[src/hdl/drs_pkg.sv]
// Package of register map, field layout, reset values and state types for the drive run sequencer.
package drs_pkg;

    // ----------------------------------------------------------------
    // Register offsets (byte addresses on the APB bus)
    // ----------------------------------------------------------------
    localparam logic [7:0] ADDR_AUTO_START = 8'h00;
    localparam logic [7:0] ADDR_SEQ_MODE = 8'h04;
    localparam logic [7:0] ADDR_CONFIG = 8'h08;
    localparam logic [7:0] ADDR_SEQ_SERIAL = 8'h0c;
    localparam logic [7:0] ADDR_TERM_ASSIGN = 8'h10;
    localparam logic [7:0] ADDR_STATUS = 8'h14;

    // ----------------------------------------------------------------
    // Auto-start selector codes and reset value
    // ----------------------------------------------------------------
    localparam logic [1:0] AUTOSTART_OFF = 2'h0;
    localparam logic [1:0] AUTOSTART_ALWAYS = 2'h1;
    localparam logic [1:0] AUTOSTART_POWERDOWN_DEPENDENT = 2'h2;
    localparam logic [1:0] AUTO_START_RESET = 2'h0;

    // ----------------------------------------------------------------
    // Sequencing modes, reset value and keypad reference code
    // ----------------------------------------------------------------
    localparam logic [2:0] SEQ_MODE_PUSHBUTTON = 3'h0;
    localparam logic [2:0] SEQ_MODE_LEGACY = 3'h1;
    localparam logic [2:0] SEQ_MODE_MAX = 3'h4;
    localparam logic [2:0] SEQ_MODE_RESET = 3'h2;
    localparam logic [2:0] KEYPAD_REF_SEL = 3'h4;
    localparam logic [2:0] KEYPAD_REF_RESET = 3'h0;

    // ----------------------------------------------------------------
    // Field positions and reset values
    // ----------------------------------------------------------------
    localparam int CFG_KEY_RUN_EN = 0;
    localparam int CFG_KEY_STOP_EN = 1;
    localparam int CFG_KEY_DIR_EN = 2;
    localparam int CFG_OUT_STAGE_EN = 3;
    localparam int CFG_KP_REF_LSB = 4;
    localparam int SEQ_BIT_RUN = 0;
    localparam int SEQ_BIT_JOG = 1;
    localparam int SEQ_BIT_DIR = 2;
    localparam int SEQ_BIT_DRIVE_EN = 4;
    localparam int ST_REV_POS = 4;
    localparam int ST_REC_POS = 5;
    localparam int ST_TRIP_POS = 6;
    localparam logic OUT_STAGE_EN_RESET = 1'b1;
    localparam logic [4:0] SEQ_SERIAL_RESET = 5'h00;
    localparam logic [4:0] TERM_ASSIGN_RESET = 5'h00;

    // ----------------------------------------------------------------
    // Power-up sequencing counts
    // ----------------------------------------------------------------
    localparam logic [2:0] BOOT_CATCH = 3'h4;
    localparam logic [2:0] BOOT_EVT = 3'h5;
    localparam logic [2:0] BOOT_DONE = 3'h6;

    typedef enum logic [2:0] {
        ST_READY,
        ST_RUN,
        ST_JOG,
        ST_INHIBIT,
        ST_TRIPPED
    } drs_state_t;

endpackage

[src/hdl/drs_sync.sv]
// Three-flop input synchroniser with agreement filter for pin inputs.
`timescale 1ns/1ps
module drs_sync #(
    parameter int W = 1
) (
    input wire logic i_clk_sys, // System clock.
    input wire logic i_rst, // Asynchronous reset, active high.
    input wire logic [W-1:0] i_pin, // Raw pin levels.
    output logic [W-1:0] o_level // Filtered levels.
);
    import drs_pkg::*;

    typedef struct packed {
        logic [W-1:0] s1;
        logic [W-1:0] s2;
        logic [W-1:0] s3;
        logic [W-1:0] lvl;
    } drs_sync_st_t;

    drs_sync_st_t st_q;
    drs_sync_st_t st_d;

    // A change counts only once the second and third stages agree, so a
    // single-cycle glitch through the first stage never reaches the logic.
    always_comb begin
        st_d = st_q;
        st_d.s1 = i_pin;
        st_d.s2 = st_q.s1;
        st_d.s3 = st_q.s2;
        st_d.lvl = (st_q.s2 & ~(st_q.s2 ^ st_q.s3)) | (st_q.lvl & (st_q.s2 ^ st_q.s3));
    end

    always_ff @(posedge i_clk_sys or posedge i_rst) begin
        if (i_rst) begin
            st_q <= '0;
        end else begin
            st_q <= st_d;
        end
    end

    assign o_level = st_q.lvl;
endmodule

[src/hdl/drs_autostart.sv]
// Auto-start decision at power-up or undervoltage recovery.
`timescale 1ns/1ps
module drs_autostart (
    input wire logic i_clk_sys, // System clock.
    input wire logic i_rst, // Asynchronous reset, active high.
    input wire logic i_evt, // Power-up or recovery pulse.
    input wire logic [1:0] i_sel, // Auto-start selector.
    input wire logic [2:0] i_mode, // Sequencing mode.
    input wire logic i_keypad, // Keypad sequencing active.
    input wire logic i_drive_enable, // Drive enable bit.
    input wire logic i_was_running, // Retained running record.
    output logic o_start // One-cycle start pulse.
);
    import drs_pkg::*;

    typedef struct packed {
        logic start;
    } drs_as_st_t;

    drs_as_st_t st_q;
    drs_as_st_t st_d;
    logic mode_ok;
    logic sel_ok;

    always_comb begin
        st_d = st_q;
        mode_ok = ((i_mode == SEQ_MODE_PUSHBUTTON) || (i_mode == SEQ_MODE_LEGACY)) && !i_keypad;
        sel_ok = (i_sel == AUTOSTART_ALWAYS)
            || ((i_sel == AUTOSTART_POWERDOWN_DEPENDENT) && i_was_running);
        st_d.start = i_evt && mode_ok && sel_ok && i_drive_enable;
    end

    always_ff @(posedge i_clk_sys or posedge i_rst) begin
        if (i_rst) begin
            st_q <= '0;
        end else begin
            st_q <= st_d;
        end
    end

    assign o_start = st_q.start;
endmodule

[src/hdl/drs_seq_top.sv]
// Drive run sequencer top: APB registers, input conditioning and run/jog/stop state machine.
`timescale 1ns/1ps
module drs_seq_top (
    input wire logic i_clk_sys, // System clock, 20 MHz.
    input wire logic i_rst, // Asynchronous reset, active high.
    input wire logic i_psel, // APB select.
    input wire logic i_penable, // APB enable.
    input wire logic i_pwrite, // APB write.
    input wire logic [7:0] i_paddr, // APB byte address.
    input wire logic [31:0] i_pwdata, // APB write data.
    output logic [31:0] o_prdata, // APB read data.
    output logic o_pready, // APB ready.
    output logic o_pslverr, // APB error.
    input wire logic [4:0] i_term, // Terminal sequencing bits and drive enable.
    input wire logic i_key_run, // Keypad run key.
    input wire logic i_key_stop, // Keypad stop/reset key.
    input wire logic i_key_dir, // Keypad forward/reverse key.
    input wire logic i_trip, // Trip condition present.
    input wire logic i_uv_recover, // High once supply is healthy again.
    input wire logic i_nv_was_running, // Retained running record read back.
    output logic o_nv_was_running, // Running record to retained storage.
    output logic o_run, // Drive running.
    output logic o_jog, // Drive jogging.
    output logic o_reverse, // Direction is reverse.
    output logic o_tripped, // Tripped state.
    output logic [2:0] o_state // Sequencer state code.
);
    import drs_pkg::*;

    // ----------------------------------------------------------------
    // State
    // ----------------------------------------------------------------
    typedef struct packed {
        logic [1:0] auto_sel;
        logic [2:0] mode;
        logic key_run_en;
        logic key_stop_en;
        logic key_dir_en;
        logic out_en;
        logic [2:0] kp_ref;
        logic [4:0] serial;
        logic [4:0] assign_mask;
        drs_state_t state;
        logic dir_tog;
        logic rev;
        logic stop_prev;
        logic dir_prev;
        logic uv_prev;
        logic [2:0] boot;
        logic rec;
        logic [31:0] prdata;
        logic pslverr;
    } drs_top_st_t;

    drs_top_st_t st_q;
    drs_top_st_t st_d;

    logic [10:0] pin_raw;
    logic [10:0] pin_lvl;
    logic [4:0] term;
    logic key_run;
    logic key_stop;
    logic key_dir;
    logic trip;
    logic uv_ok;
    logic nv_rec;
    logic [4:0] seq;
    logic keypad;
    logic pushbutton;
    logic run_req;
    logic jog_req;
    logic stop_req;
    logic permit;
    logic dir_sel;
    logic stop_rise;
    logic dir_rise;
    logic evt;
    logic auto_start;
    logic wr_en;
    logic rd_setup;
    logic [31:0] rd_val;
    logic rd_hit;

    // ----------------------------------------------------------------
    // Input conditioning
    // ----------------------------------------------------------------
    assign pin_raw = {i_nv_was_running, i_uv_recover, i_trip, i_key_dir, i_key_stop, i_key_run, i_term};

    drs_sync #(
        .W(11)
    ) u_sync (
        .i_clk_sys(i_clk_sys),
        .i_rst(i_rst),
        .i_pin(pin_raw),
        .o_level(pin_lvl)
    );

    assign term = pin_lvl[4:0];
    assign key_run = pin_lvl[5];
    assign key_stop = pin_lvl[6];
    assign key_dir = pin_lvl[7];
    assign trip = pin_lvl[8];
    assign uv_ok = pin_lvl[9];
    assign nv_rec = pin_lvl[10];

    // Each bit is taken from its terminal when assigned, else from the serial copy.
    assign seq = (st_q.assign_mask & term) | (~st_q.assign_mask & st_q.serial);

    assign stop_rise = key_stop && !st_q.stop_prev;
    assign dir_rise = key_dir && !st_q.dir_prev;
    assign keypad = (st_q.kp_ref == KEYPAD_REF_SEL);
    assign pushbutton = (st_q.mode == SEQ_MODE_PUSHBUTTON) && !keypad;

    // Power-up counts as one event once the synchronisers hold valid levels;
    // a rising healthy-supply level counts as undervoltage recovery.
    assign evt = (st_q.boot == BOOT_EVT) || (uv_ok && !st_q.uv_prev && st_q.boot == BOOT_DONE);

    drs_autostart u_autostart (
        .i_clk_sys(i_clk_sys),
        .i_rst(i_rst),
        .i_evt(evt),
        .i_sel(st_q.auto_sel),
        .i_mode(st_q.mode),
        .i_keypad(keypad),
        .i_drive_enable(seq[SEQ_BIT_DRIVE_EN]),
        .i_was_running(st_q.rec),
        .o_start(auto_start)
    );

    // ----------------------------------------------------------------
    // Request decode per sequencing mode
    // ----------------------------------------------------------------
    always_comb begin
        run_req = 1'b0;
        jog_req = 1'b0;
        stop_req = 1'b0;
        dir_sel = st_q.rev;
        permit = seq[SEQ_BIT_DRIVE_EN];
        if (keypad) begin
            run_req = key_run;
            stop_req = stop_rise;
            dir_sel = st_q.dir_tog;
        end else if (pushbutton) begin
            run_req = st_q.key_run_en ? key_run : seq[SEQ_BIT_RUN];
            jog_req = seq[SEQ_BIT_JOG];
            dir_sel = st_q.key_dir_en ? st_q.dir_tog : seq[SEQ_BIT_DIR];
            stop_req = st_q.key_stop_en && stop_rise;
        end
    end

    // ----------------------------------------------------------------
    // APB access
    // ----------------------------------------------------------------
    // Zero wait states: read data and error are registered in the setup
    // cycle so they are stable throughout the access cycle.
    assign wr_en = i_psel && i_penable && i_pwrite;
    assign rd_setup = i_psel && !i_penable;

    always_comb begin
        rd_val = 32'h0000_0000;
        rd_hit = 1'b1;
        if (i_paddr == ADDR_AUTO_START) begin
            rd_val[1:0] = st_q.auto_sel;
        end else if (i_paddr == ADDR_SEQ_MODE) begin
            rd_val[2:0] = st_q.mode;
        end else if (i_paddr == ADDR_CONFIG) begin
            rd_val[CFG_KEY_RUN_EN] = st_q.key_run_en;
            rd_val[CFG_KEY_STOP_EN] = st_q.key_stop_en;
            rd_val[CFG_KEY_DIR_EN] = st_q.key_dir_en;
            rd_val[CFG_OUT_STAGE_EN] = st_q.out_en;
            rd_val[CFG_KP_REF_LSB +: 3] = st_q.kp_ref;
        end else if (i_paddr == ADDR_SEQ_SERIAL) begin
            rd_val[4:0] = st_q.serial;
        end else if (i_paddr == ADDR_TERM_ASSIGN) begin
            rd_val[4:0] = st_q.assign_mask;
        end else if (i_paddr == ADDR_STATUS) begin
            rd_val[2:0] = st_q.state;
            rd_val[ST_REV_POS] = st_q.rev;
            rd_val[ST_REC_POS] = st_q.rec;
            rd_val[ST_TRIP_POS] = (st_q.state == ST_TRIPPED);
        end else begin
            rd_hit = 1'b0;
        end
    end

    // ----------------------------------------------------------------
    // Next state
    // ----------------------------------------------------------------
    always_comb begin
        st_d = st_q;
        st_d.stop_prev = key_stop;
        st_d.dir_prev = key_dir;
        st_d.uv_prev = uv_ok;
        if (st_q.boot != BOOT_DONE) begin
            st_d.boot = st_q.boot + 3'h1;
        end

        if (rd_setup) begin
            st_d.prdata = rd_val;
            st_d.pslverr = !rd_hit;
        end

        if (wr_en) begin
            if (i_paddr == ADDR_AUTO_START) begin
                if (i_pwdata[1:0] <= AUTOSTART_POWERDOWN_DEPENDENT) begin
                    st_d.auto_sel = i_pwdata[1:0];
                end
            end else if (i_paddr == ADDR_SEQ_MODE) begin
                if (i_pwdata[2:0] <= SEQ_MODE_MAX && i_pwdata[31:3] == 29'h0) begin
                    st_d.mode = i_pwdata[2:0];
                end
            end else if (i_paddr == ADDR_CONFIG) begin
                st_d.key_run_en = i_pwdata[CFG_KEY_RUN_EN];
                st_d.key_stop_en = i_pwdata[CFG_KEY_STOP_EN];
                st_d.key_dir_en = i_pwdata[CFG_KEY_DIR_EN];
                st_d.out_en = i_pwdata[CFG_OUT_STAGE_EN];
                st_d.kp_ref = i_pwdata[CFG_KP_REF_LSB +: 3];
            end else if (i_paddr == ADDR_SEQ_SERIAL) begin
                st_d.serial = i_pwdata[4:0];
            end else if (i_paddr == ADDR_TERM_ASSIGN) begin
                st_d.assign_mask = i_pwdata[4:0];
            end
        end

        // The keypad direction key toggles a stored direction on each press in keypad sequencing, or in pushbutton mode with key_dir_en set.
        if (dir_rise && (keypad || (pushbutton && st_q.key_dir_en))) begin
            st_d.dir_tog = !st_q.dir_tog;
        end

        if (trip) begin
            st_d.state = ST_TRIPPED;
        end else if (!st_q.out_en) begin
            st_d.state = ST_INHIBIT;
        end else begin
            case (st_q.state)
                ST_TRIPPED, ST_INHIBIT: begin
                    st_d.state = ST_READY;
                end
                ST_READY: begin
                    if (permit && (run_req || auto_start)) begin
                        st_d.state = ST_RUN;
                    end else if (permit && jog_req) begin
                        st_d.state = ST_JOG;
                    end
                end
                ST_RUN: begin
                    if (!permit || stop_req) begin
                        st_d.state = ST_READY;
                    end
                end
                ST_JOG: begin
                    if (!permit || !jog_req) begin
                        st_d.state = ST_READY;
                    end else if (run_req) begin
                        st_d.state = ST_RUN;
                    end
                end
                default: begin
                    st_d.state = ST_READY;
                end
            endcase
        end

        if (st_d.state == ST_RUN || st_d.state == ST_JOG) begin
            st_d.rev = dir_sel;
        end

        // The record is frozen while tripped or inhibited so that an
        // undervoltage trip keeps what the drive was doing at supply loss.
        if (st_q.boot == BOOT_CATCH) begin
            st_d.rec = nv_rec;
        end else if (st_q.boot == BOOT_DONE && st_q.state != ST_TRIPPED && st_q.state != ST_INHIBIT) begin
            st_d.rec = (st_q.state == ST_RUN);
        end
    end

    // ----------------------------------------------------------------
    // State register
    // ----------------------------------------------------------------
    always_ff @(posedge i_clk_sys or posedge i_rst) begin
        if (i_rst) begin
            st_q <= '0;
            st_q.auto_sel <= AUTO_START_RESET;
            st_q.mode <= SEQ_MODE_RESET;
            st_q.out_en <= OUT_STAGE_EN_RESET;
            st_q.kp_ref <= KEYPAD_REF_RESET;
            st_q.serial <= SEQ_SERIAL_RESET;
            st_q.assign_mask <= TERM_ASSIGN_RESET;
            st_q.state <= ST_INHIBIT;
        end else begin
            st_q <= st_d;
        end
    end

    // ----------------------------------------------------------------
    // Outputs
    // ----------------------------------------------------------------
    assign o_pready = 1'b1;
    assign o_prdata = st_q.prdata;
    assign o_pslverr = st_q.pslverr;
    assign o_nv_was_running = st_q.rec;
    assign o_run = (st_q.state == ST_RUN);
    assign o_jog = (st_q.state == ST_JOG);
    assign o_reverse = st_q.rev;
    assign o_tripped = (st_q.state == ST_TRIPPED);
    assign o_state = st_q.state;
endmodule

[config.mk]
export PLATFORM = sky130hd
export DESIGN_NAME = drs_seq_top
export DESIGN_NICKNAME = d
export VERILOG_FILES = /design/src/hdl/drs_pkg.sv /design/src/hdl/drs_sync.sv /design/src/hdl/drs_autostart.sv /design/src/hdl/drs_seq_top.sv
export SDC_FILE = /design/constraint.sdc
export NUM_CORES = 1
export LEC_CHECK = 0
export ABC_AREA = 1
export BUFFER_PORTS_ARGS = -buffer_cell sky130_fd_sc_hd__buf_2
export CAP_MARGIN = 10
export CORE_AREA = 3 3 117 119
export CTS_CLUSTER_SIZE = 30
export DETAILED_ROUTE_END_ITERATION = 8
export DIE_AREA = 0 0 120 122
export SLEW_MARGIN = 30
export SYNTH_ARGS = -nofsm -noshare
export SYNTH_HDL_FRONTEND = slang
export SYNTH_SLANG_ARGS = --single-unit
[constraint.sdc]
create_clock -name i_clk_sys -period 2.8 [get_ports i_clk_sys]
set_input_delay 0.28 -clock i_clk_sys [delete_from_list [all_inputs] [get_ports i_clk_sys]]
set_output_delay 0.28 -clock i_clk_sys [all_outputs]
set_load 0.05 [all_outputs]
* Yosys cells after proc, flatten, opt, wreduce, memory -nomap -nowiden
Index checks and enable logic that the tools add are counted.
Cells by class: add/sub/neg operators 1, $mul 0, div/mod/pow operators 0, magnitude comparators 2, equal/unequal tests 20, shifts and indexed selects 0, mux-type cells 39, bitwise logic cells 13, reductions and logical operators 50
Operators with widths (count):
- 3-bit two-way mux | 11
- 29-bit logical NOT | 1
- 11-bit bitwise AND | 2
- 1-bit logical AND | 21
- 1-bit two-way mux | 20
- 8-bit by 4-bit == test with 1-bit output (second input constant) | 2
- 8-bit by 5-bit == test with 1-bit output (second input constant) | 2
- 3-bit == test (second input constant) | 5
- 11-bit NOT | 1
- 11-bit OR | 1
- 11-bit bitwise XOR | 1
- 5-bit bitwise AND | 2
- 5-bit two-way mux | 2
- 3-bit by 1-bit == test with 1-bit output (second input constant) | 3
- 1-bit logical NOT | 9
- 3-bit case mux with 3 select lines | 1
- 8-bit by 3-bit == test with 1-bit output (second input constant) | 1
- 8-bit logical NOT | 1
- 1-bit logical OR | 8
- 4-bit AND reduction | 2
- 7-bit two-way mux | 1
- 3-bit by 2-bit == test with 1-bit output (second input constant) | 2
- 3-bit logical NOT | 2
- 2-bit two-way mux | 3
- 16 further kinds | 21
Word-level totals: flip-flop bits (word level) 87, bits in latches 0, RAM bits 0, bits in read-only memories 0, output and inout bits 42, logic and storage cells 149, memories kept 0

* Depth between registers and ports, before layout
Gate-level depths: netlist of run 1.
depth in word-level cells 15, depth in mapped cells 16

* By module
A second synthesis of run 1 with hierarchy kept.
Second synthesis, totals: cell total of the unflattened synthesis 460, area total of the unflattened synthesis 4107.7 um^2
By module, submodules not included:
- drs_seq_top | times used 1, cells each 348, area each 2671.3 um^2, seq. area each 1056.0 um^2
- drs_sync | times used 1, cells each 100, area each 1366.3 um^2, seq. area each 1101.1 um^2
- drs_autostart | times used 1, cells each 12, area each 70.1 um^2, seq. area each 25.0 um^2

* Least setup slack after synthesis of run 1
OpenSTA, ideal clock, no wires.
kind register to register, start point register st_q (netlist bit o_state[2]), end point register st_q (netlist bit o_nv_was_running), arrival 2080 ps, setup slack 582 ps, cell stages (with the launch flop) 6, path buffers 0, cell sequence dfrtp_1 > inv_1 > nor3_1 > o31ai_1 > nor2_1 > a31oi_1
Between the ends: longest elaborated chain between the ends 4, elaborated cells between the ends (all ways) 8
Ends and longest elaborated chain:
- start, declared | RTL line drs_seq_top.sv:55 | drs_top_st_t st_q;
- start signal, assigned | RTL line drs_seq_top.sv:291 | st_q <= st_d;
- 3-bit != test | RTL line drs_seq_top.sv:272 | end else if (st_q.boot == BOOT_DONE && st_q.state != ST_TRIPPED && st_q.state != ST_INHIBIT) begin
- 1-bit logical AND (2 in a row) | RTL line drs_seq_top.sv:272
- 2-bit nonzero test (no source line)
Parallel ways exist; a longest one is shown, timed or not. The select of a mux whose other input is x is not followed. A chain may end at the register's enable or synchronous reset.

* Final worst setup path of run 1
start point register st_q (netlist bit o_state[2]), end point output o_tripped
Between the ends: longest elaborated chain between the ends 1
Ends and longest elaborated chain:
- 3-bit == test | RTL line drs_seq_top.sv:305 | assign o_tripped = (st_q.state == ST_TRIPPED);
- end, declared | RTL line drs_seq_top.sv:25 | output logic o_tripped,
Every way passes these cells.

==> results.toml, run 1 <==
[clock_tree]
cts_hold_buf = 0
clock_path_buffers = 2
cts-resized-gates = 0
cts_sinks = 83
htreeDepth = 3
post_cts_buffers = 0
cts_root_buf = "clkbuf_16"
clk_latency_ns = 0.33
cts.clk_slew.worst_paths_ns = 0.06
cts_tree = "done"
cts_buffers = 9

[route]
post_drt_wl_per_cell_um = 12.55
via_per_inst = 4.179
vias = 2645
ant_nets = 0
firstDrtPassIters = 4
drt_iter0_markers = 122
drc = 0
drt-total-wl_mm = 7.946

[synth]
ys_warn_count = 0
synth_top_area_share_pct = 52.20
async_flop_share_pct = 100.0
synth_area_per_cell_um2 = 9.761
yosysSeqAreaShare_pct = 54.97
yosysUniqueCellTypes = 39
synth_area_leaders = "dfrtp_1 52%, nand2_1 8.3%, buf_4 7.1%"
syn-cell-area_um2 = 3787
netlist_instances = 388
synth-seq-cells = 83
synth_ff_type = "dfrtp_1"
yosysTopAreaCell = "dfrtp_1"
synth_edf_count = 0

[critical_path]
critPathKind = "register to output port"
worstPathMaxFanout = 6
r2r_cells = 14
crit_path_end_kind = "output port"
arrival_ns = 1.82
crit_path_start_kind = "register"
required_ns = 2.52
reg2reg_setup_slack_ns = 1.06
crit_end = "o_tripped"
cp-startpoint = "o_state[2]$_DFF_PP0_"
rr_endpoint = "o_reverse$_DFFE_PP0P_"
r2r-start = "st_q[55]$_DFFE_PP0P_"

[pwr]
ir_worst_vdd_uv = 339.5
power_uw = 2880
p_leak_uw = 0.002227
p_per_area_nw_per_um2 = 638.1

[die]
die_area_um2 = 14640
boundaryPins = 98
row_count = 41
fp.dieH_um = 122
coreArea_um2 = 12670
die_w_um = 120
start_util_pct = 29.89

[grt]
grt_pass1_wl_mm = 12.81
antenna_found_initial = 0
globalRoute.totalOverflow = 0
grt_max_degree = 84
grt_pass1_vias = 2627
grt_usage_pct = 11.11

[final_layout]
multi_input_area_um2 = 1344
fin_nets = 516
ff_latch_area_um2 = 2082
layout-drive-gt1-share_pct = 28.20
fillCellCount = 1266
area_delta_synth_final_pct = 19.16
antenna_cells = 0
fin_area_um2 = 4513

[worst_hold_path]
hold_path_class = "primary input to asynchronous set/reset pin"

[timing]
tightest_slew_ns = 0.6254
fin_crit_sh_pct = 75.07
hold_viol = 0
clock_skew_ns = 0.006448
maxSlewViolCount = 0
fmax_ghz = 0.4757
worst_slew_margin_rel_pct = 57.98
rsz0062_at_grt = "no"
setup_viol = 0
setup_slack_ns = 0.6979
finalSetupTns_ns = 0
min_period_ns = 2.102

[placement]
io_buffers = 70
placed_cell_area_um2 = 4185
place_hpwl_mm = 6.031
gp_congestion = 0.8763
pre_cts_slack_ns = 1.007

[flow_run]
max_cap_violations = 0

[status]
status = "completed"
-- per-layer routing --
layer  share of wire, %  global-route usage [%]
met2                 49                   19.04
met1                 45                   14.26
met4               0.60                   2.649
met3                5.6                   2.646
met5                  0                       0
-- final cells by class --
| type | instances | share of cell area [%] |
|---|---|---|
| Multi-Input combinational cell | 245 | 29.78 |
| Clock inverter | 7 | 2.273 |
| Inverter | 46 | 3.854 |
| Tap cell | 172 | 4.768 |
| Sequential cell | 83 | 46.13 |
| Clock buffer | 9 | 4.990 |
| Timing Repair Buffer | 71 | 8.206 |
-- cell families (layout without fill, tap and decap cells) --
group	count (synthesis)	count (layout)	share of synthesized area, %
and+or+nand+nor	150	150	20.02
buffers and inverters	84	133	11.93
muxes	2	2	0.5616
DFF	83	83	54.97
other	2	26	0.1983
adders and majority gates	14	14	3.964
xor gates and xnor gates	3	3	0.6939
AOI/OAI and AO/OA	50	50	7.665
-- cell usage in the layout, fill, tap and decap left out, drive strengths merged, types with 3 or more instances in the layout --
cell type and instances:
maj3 10, conb 26, buf 71, nand4 4
ha 4, o21ai 32, inv 49, clkbuf 9
nor2 14, nand2 93, nor4 6, dfrtp 79
o2111ai 3, a21oi 7, nor3 12, nand3 19
dfstp 4
-- metrics by stage --
step | utilization [%] | std cells | hold slack (ns)
after global placement | 33.03 | 617 | 0.3330
after detailed placement | 33.03 | 617 | 0.3347
after CTS | 35.62 | 633 | 0.03671
after floorplan | - | 412 | 0.3114
after global routing | 35.62 | 633 | 0.02893
final | 35.62 | 633 | 0.01647
-- synth_stat cells (all sizes together), types with 3 or more instances --
master / number
a21oi: 7
buf: 37
dfrtp: 79
dfstp: 4
ha: 4
inv: 46
maj3: 10
nand2: 93
nand3: 19
nand4: 4
nor2: 14
nor3: 12
nor4: 6
o2111ai: 3
o21ai: 32
-- how the worst min path moves through the flow --
stage	from	to	slack, ns	cells after the start
2_1_floorplan	i_term[0]	u_sync.st_d[22]$_DFF_PP0_	0.31	0
3_3_place_gp	u_sync.st_d[29]$_DFF_PP0_	u_sync.st_d[18]$_DFF_PP0_	0.33	0
3_5_place_dp	u_sync.st_d[26]$_DFF_PP0_	u_sync.st_d[15]$_DFF_PP0_	0.33	0
4_1_cts	i_trip	u_sync.st_d[30]$_DFF_PP0_	0.04	1
5_1_grt	i_trip	u_sync.st_d[30]$_DFF_PP0_	0.03	1
6_report	i_rst	u_sync.st_d[20]$_DFF_PP0_	0.02	3
-- worst max-delay path, cell delays in order (launching register included) --
cell	delay, ns
dfrtp_1	0.51
inv_1	0.10
nor3_1	0.50
buf_2	0.38
-- report_power, final --
part	total (µW)	switching (µW)	internal, µW
sequential	1300	40.8	1260
combinational	292	218	73.3
clock	1290	494	795
(Power assumes the default switching activity.)
==> run 2, diff against run 1 <==
ABC_AREA = 0   (was 1)
CORE_AREA = 3 3 115 117   (was 3 3 117 119)
DIE_AREA = 0 0 118 120   (was 0 0 120 122)
clock period = 1.9 ns   (was 2.8 ns; I/O delays follow)
==> results.toml, run 2 <==
[synth]
synth_area_per_cell_um2 = 12.45
yosysSeqAreaShare_pct = 57.06
synth_simple_gate_area_share_pct = 12.11
ys_warn_count = 0
synth_ff_type = "dfrtp_1"
synth_mux_area_share_pct = 8.813
yosysTopAreaCell = "dfrtp_1"
syn-cell-area_um2 = 3648
synth_edf_count = 0
async_flop_share_pct = 100.0
synth_compound_area_share_pct = 8.368
synthMostInstantiatedCell = "dfrtp_1"
synth_area_leaders = "dfrtp_1 54%, buf_4 7.4%, mux2_2 6.2%"
synth_xor_area_share_pct = 0.4801
synth_top_area_share_pct = 54.18
synth_top_family_by_area = "simple AND/OR/NAND/NOR gates"
synthAdderAreaFrac_pct = 4.115
yosysUniqueCellTypes = 57
synth_top_cells_by_count = "79 x dfrtp_1, 36 x buf_4, 20 x mux2_2, 13 x nand2_1"
synth-seq-cells = 83
netlist_instances = 293

[grt]
globalRoute.totalOverflow = 0
grt_pass1_vias = 2513
grt_max_degree = 84
grt_pass1_wl_mm = 12.89
antenna_found_initial = 0
grt_usage_pct = 11.44

[clock_tree]
cts_tree = "done"
htreeDepth = 3
clock_path_buffers = 2
cts_root_buf = "clkbuf_16"
post_cts_buffers = 0
cts_buffers = 9
cts_sinks = 83
cts.clk_slew.worst_paths_ns = 0.06
clk_latency_ns = 0.33

[final_layout]
area_delta_synth_final_pct = 25.82
mostFrequentLayoutCells = "79 x dfrtp_1, 70 x buf_2, 26 x conb_1"
fillCellCount = 1185
layout-drive-gt1-share_pct = 35.14
antenna_cells = 0
layout_commonest_cell = "dfrtp_1"
fin_nets = 442

[route]
drt-total-wl_mm = 7.779
drt_iter0_markers = 105
vias = 2409
firstDrtPassIters = 5
drc = 0
ant_nets = 0
post_drt_wl_per_cell_um = 13.92
via_per_inst = 4.309

[timing]
fmax_ghz = 0.4934
setup_slack_ns = -0.1270
worst_slew_margin_rel_pct = 66.04
setup_viol = 1
min_period_ns = 2.027
rsz0062_at_grt = "yes"
clock_skew_ns = 0.006575
tightest_slew_ns = 0.5093
fin_crit_sh_pct = 106.7
maxSlewViolCount = 0
hold_viol = 0

[die]
die_w_um = 118
coreArea_um2 = 12470
die_area_um2 = 14160
row_count = 41
fp.dieH_um = 120
boundaryPins = 98
start_util_pct = 29.27

[placement]
pre_cts_slack_ns = -0.1701
gp_congestion = 0.7776
io_buffers = 70
place_hpwl_mm = 5.791

[pwr]
power_uw = 4218
ir_worst_vdd_uv = 506.0
p_leak_uw = 0.002142
p_per_area_nw_per_um2 = 918.8

[critical_path]
crit_path_start_kind = "register"
required_ns = 2.15
critPathKind = "register to register"
worstPathMaxFanout = 5
crit_path_end_kind = "register"
arrival_ns = 2.28

[flow_run]
max_cap_violations = 0

[status]
violations = "setup timing"
status = "finished, violations left"

[worst_hold_path]
hold_path_class = "primary input to register"
run 2: area by class of cell:
cell class / instances / area [µm²] / share of cell area [%]
Clock inverter: 6 / 86.33 / 1.881
Clock buffer: 10 / 239.0 / 5.206
Inverter: 7 / 30.03 / 0.6541
Sequential cell: 83 / 2082 / 45.35
Multi-Input combinational cell: 184 / 1345 / 29.30
Timing Repair Buffer: 97 / 593.1 / 12.92
Tap cell: 172 / 215.2 / 4.688
run 2: metrics by stage:
step	setup TNS [ns]	hold slack [ns]	instance area, µm²	instances	utilization [%]
floorplan	-0.05642	0.2214	3747	317	-
global placement	-0.07426	0.2987	4149	532	33.28
detailed placement	-0.1701	0.2993	4149	532	33.28
CTS	-0.1330	0.1142	4584	559	36.78
global route	-0.2211	0.1132	4591	559	36.83
finish	-0.1270	0.1188	4591	559	36.83
run 2: path summary, 6_finish.rpt:
path | from | end | slack [ns] | depth (start not counted)
setup / recovery | st_q[63]$_DFFE_PP1P_ | o_reverse$_DFFE_PP0P_ | -0.13 | 5
hold / removal | i_pwdata[6] | st_q[57]$_DFFE_PP0P_ | 0.12 | 2
setup reg to reg | st_q[63]$_DFFE_PP1P_ | o_reverse$_DFFE_PP0P_ | -0.13 | 5
hold reg to reg | u_sync.st_d[29]$_DFF_PP0_ | u_sync.st_d[18]$_DFF_PP0_ | 0.35 | 0
max in group asynchronous | i_rst | o_state[1]$_DFF_PP1_ | 1.03 | 4
min in group asynchronous | i_rst | u_sync.st_d[27]$_DFF_PP0_ | 0.52 | 4
run 2: critical path, cell delays in order, from the launching register on:
cell	delay (ns)
dfstp_2	0.37
or3_4	0.40
o41a_1	0.34
a221o_1	0.36
a311oi_2	0.26
mux2i_1	0.22
run 2: timing repair:
| action | CTS | global route |
|---|---|---|
| pin swaps | 1 | 0 |
| hold endpoints to repair | 34 | 0 |
| setup endpoints to repair | 1 | 1 |
| resized for setup | 0 | 1 |
| hold buffers | 11 | 0 |
| gates cloned | 0 | 0 |
run 2: metal layers:
metal	GRT usage [%]	up-vias	part of all wire (%)
li1	-	1167	-
met1	14.37	1159	45
met2	18.11	70	48
met3	3.299	13	5.0
met4	5.641	0	2.2
met5	0	-	0
run 2: cells by family after synthesis:
kind of cell | Yosys count
AOI/OAI and AO/OA | 42
xor gates and xnor gates | 2
adders and majority gates | 14
buffers and inverters | 50
DFF | 83
muxes | 29
other | 2
and+or+nand+nor | 71
run 2: power by group:
group | leakage, µW | switching, µW | internal, µW
Clock | 0.000159 | 679 | 1190
Combinational | 0.000955 | 303 | 131
Sequential | 0.00103 | 62.5 | 1860
Total | 0.00214 | 1040 | 3170
==> run 3, diff against run 2 <==
CELL_PAD_IN_SITES_DETAIL_PLACEMENT = 1   (was unset)
CELL_PAD_IN_SITES_GLOBAL_PLACEMENT = 1   (was unset)
PLACE_DENSITY_LB_ADDON = 0.1   (was unset)
SLEW_MARGIN = unset   (was 30)
==> results.toml, run 3 (synthesized netlist as in run 2, its figures left out) <==
[pwr]
p_per_area_nw_per_um2 = 898.6
p_leak_uw = 0.002141
swShare_pct = 25.20
p_sw_uw = 1038
ir_worst_vdd_uv = 511.7
p_seq_share_pct = 46.6
p_clk_share_pct = 42.8
p_int_uw = 3082
combPwrFrac_pct = 10.6

[final_layout]
area_delta_synth_final_pct = 25.69
fin_nets = 443
layout_commonest_cell = "dfrtp_1"
fillCellCount = 1374
fin_area_um2 = 4586
mostFrequentLayoutCells = "79 x dfrtp_1, 70 x buf_2, 26 x conb_1"
ff_latch_area_um2 = 2082
antenna_cells = 0
layout-drive-gt1-share_pct = 35.31
final_util_pct = 36.79
multi_input_area_um2 = 1351

[route]
via_per_inst = 4.389
ant_nets = 0
drt_iter0_markers = 108
vias = 2458
highest_layer = "met4"
drt-met1-wl_mm = 3.992
drt-total-wl_mm = 8.567
met3_length_um = 383
wl_met2_mm = 3.968
post_drt_wl_per_cell_um = 15.30
firstDrtPassIters = 4
drc = 0

[die]
row_count = 41
die_w_um = 118
coreArea_um2 = 12470
die_area_um2 = 14160
fp.dieH_um = 120
start_util_pct = 29.27
boundaryPins = 98

[timing]
setup_viol = 1
setup_slack_ns = -0.05670
finalSetupTns_ns = -0.05670
tightest_slew_ns = 0.5339
fmax_ghz = 0.5111
rsz0062_at_grt = "yes"
min_period_ns = 1.957
worst_slew_margin_rel_pct = 64.41
fin_crit_sh_pct = 103.0
clock_skew_ns = 0.004176
maxSlewViolCount = 0
hold_viol = 0

[critical_path]
arrival_ns = 2.21
reg2reg_setup_slack_ns = -0.06
critPathKind = "register to register"
cp_cell_sequence = "or3_4 -> o41a_1 -> a221o_1 -> a311oi_2 -> mux2i_1"
cp_slowest_stage_delay_ns = 0.38
worstPathMaxFanout = 3
required_ns = 2.16
crit_path_end_kind = "register"
cp_slowest_cell = "dfrtp_1"
crit_path_start_kind = "register"

[grt]
antenna_found_initial = 0
grt_max_degree = 84
grt_pass1_vias = 2560
grt_pass1_wl_mm = 13.92
globalRoute.totalOverflow = 0
grt_usage_pct = 12.88

[placement]
place_hpwl_mm = 6.317
placed_cell_area_um2 = 4156
io_buffers = 70
gp_congestion = 0.7591

[clock_tree]
cts_tree = "done"
cts_root_buf = "clkbuf_16"
cts_sinks = 83
htreeDepth = 3
cts_buffers = 9
clk_latency_ns = 0.33
cts.clk_slew.worst_paths_ns = 0.06
clock_path_buffers = 2

[flow_run]
max_cap_violations = 0

[status]
violations = "setup timing"
status = "finished, violations left"

[worst_hold_path]
hold_path_class = "primary input to register"
## run 3: timing repair
| action | in CTS | in global routing |
|---|---|---|
| setup endpoints to repair | 1 | 1 |
| resized for setup | 0 | 3 |
| buffers inserted | 0 | 0 |
| hold endpoints to repair | 56 | 0 |
| pin swaps | 1 | 0 |
| hold buffers | 11 | 0 |
## run 3: through the flow
stage | hold WS [ns] | power (µW) | std cells | setup WS (ns)
detailed placement | 0.2994 | 2381 | 533 | -0.07304
floorplan | 0.2214 | 2283 | 317 | -0.05642
CTS | 0.09803 | 4210 | 560 | -0.05827
global placement | 0.2976 | 2373 | 533 | -0.07415
global route | 0.09857 | 4322 | 560 | -0.1227
finish | 0.1110 | 4121 | 560 | -0.05670
## run 3: worst paths after layout
check,from,endpoint,cells past startpoint
max reg2reg,st_q[62]$_DFFE_PP0P_,o_reverse$_DFFE_PP0P_,5
min in group asynchronous,i_rst,u_sync.st_d[30]$_DFF_PP0_,4
min,i_pwdata[5],st_q[56]$_DFFE_PP0P_,2
max in group asynchronous,i_rst,st_q[58]$_DFFE_PP1P_,4
max,st_q[62]$_DFFE_PP0P_,o_reverse$_DFFE_PP0P_,5
min reg2reg,u_sync.st_d[26]$_DFF_PP0_,u_sync.st_d[15]$_DFF_PP0_,0
## run 3: layer usage
metal	vias up	track usage, %
li1	1163	-
met1	1214	17.00
met2	69	19.58
met3	12	4.006
met4	0	5.568
met5	-	0
## run 3: power by group through the flow
stage	Sequential [µW]	Combinational, µW	Clock (µW)
finish	1920	436	1760
global route	1930	473	1910
CTS	1920	443	1840
detailed placement	1960	425	0
global placement	1950	421	0
floorplan	1950	336	0
## run 3: layout make-up
| class | count | share of cell area, % |
|---|---|---|
| Clock buffer | 13 | 5.675 |
| Timing Repair Buffer | 98 | 13.10 |
| Multi-Input combinational cell | 184 | 29.47 |
| Inverter | 7 | 0.6548 |
| Tap cell | 172 | 4.693 |
| Sequential cell | 83 | 45.40 |
| Clock inverter | 3 | 1.010 |
## run 3: worst max-delay path: cells and delay by family, from the launching register on
family / cells / cell delay (ns)
compound gates: 3 / 0.93
flops: 1 / 0.38
mux: 1 / 0.20
simple gates: 1 / 0.37
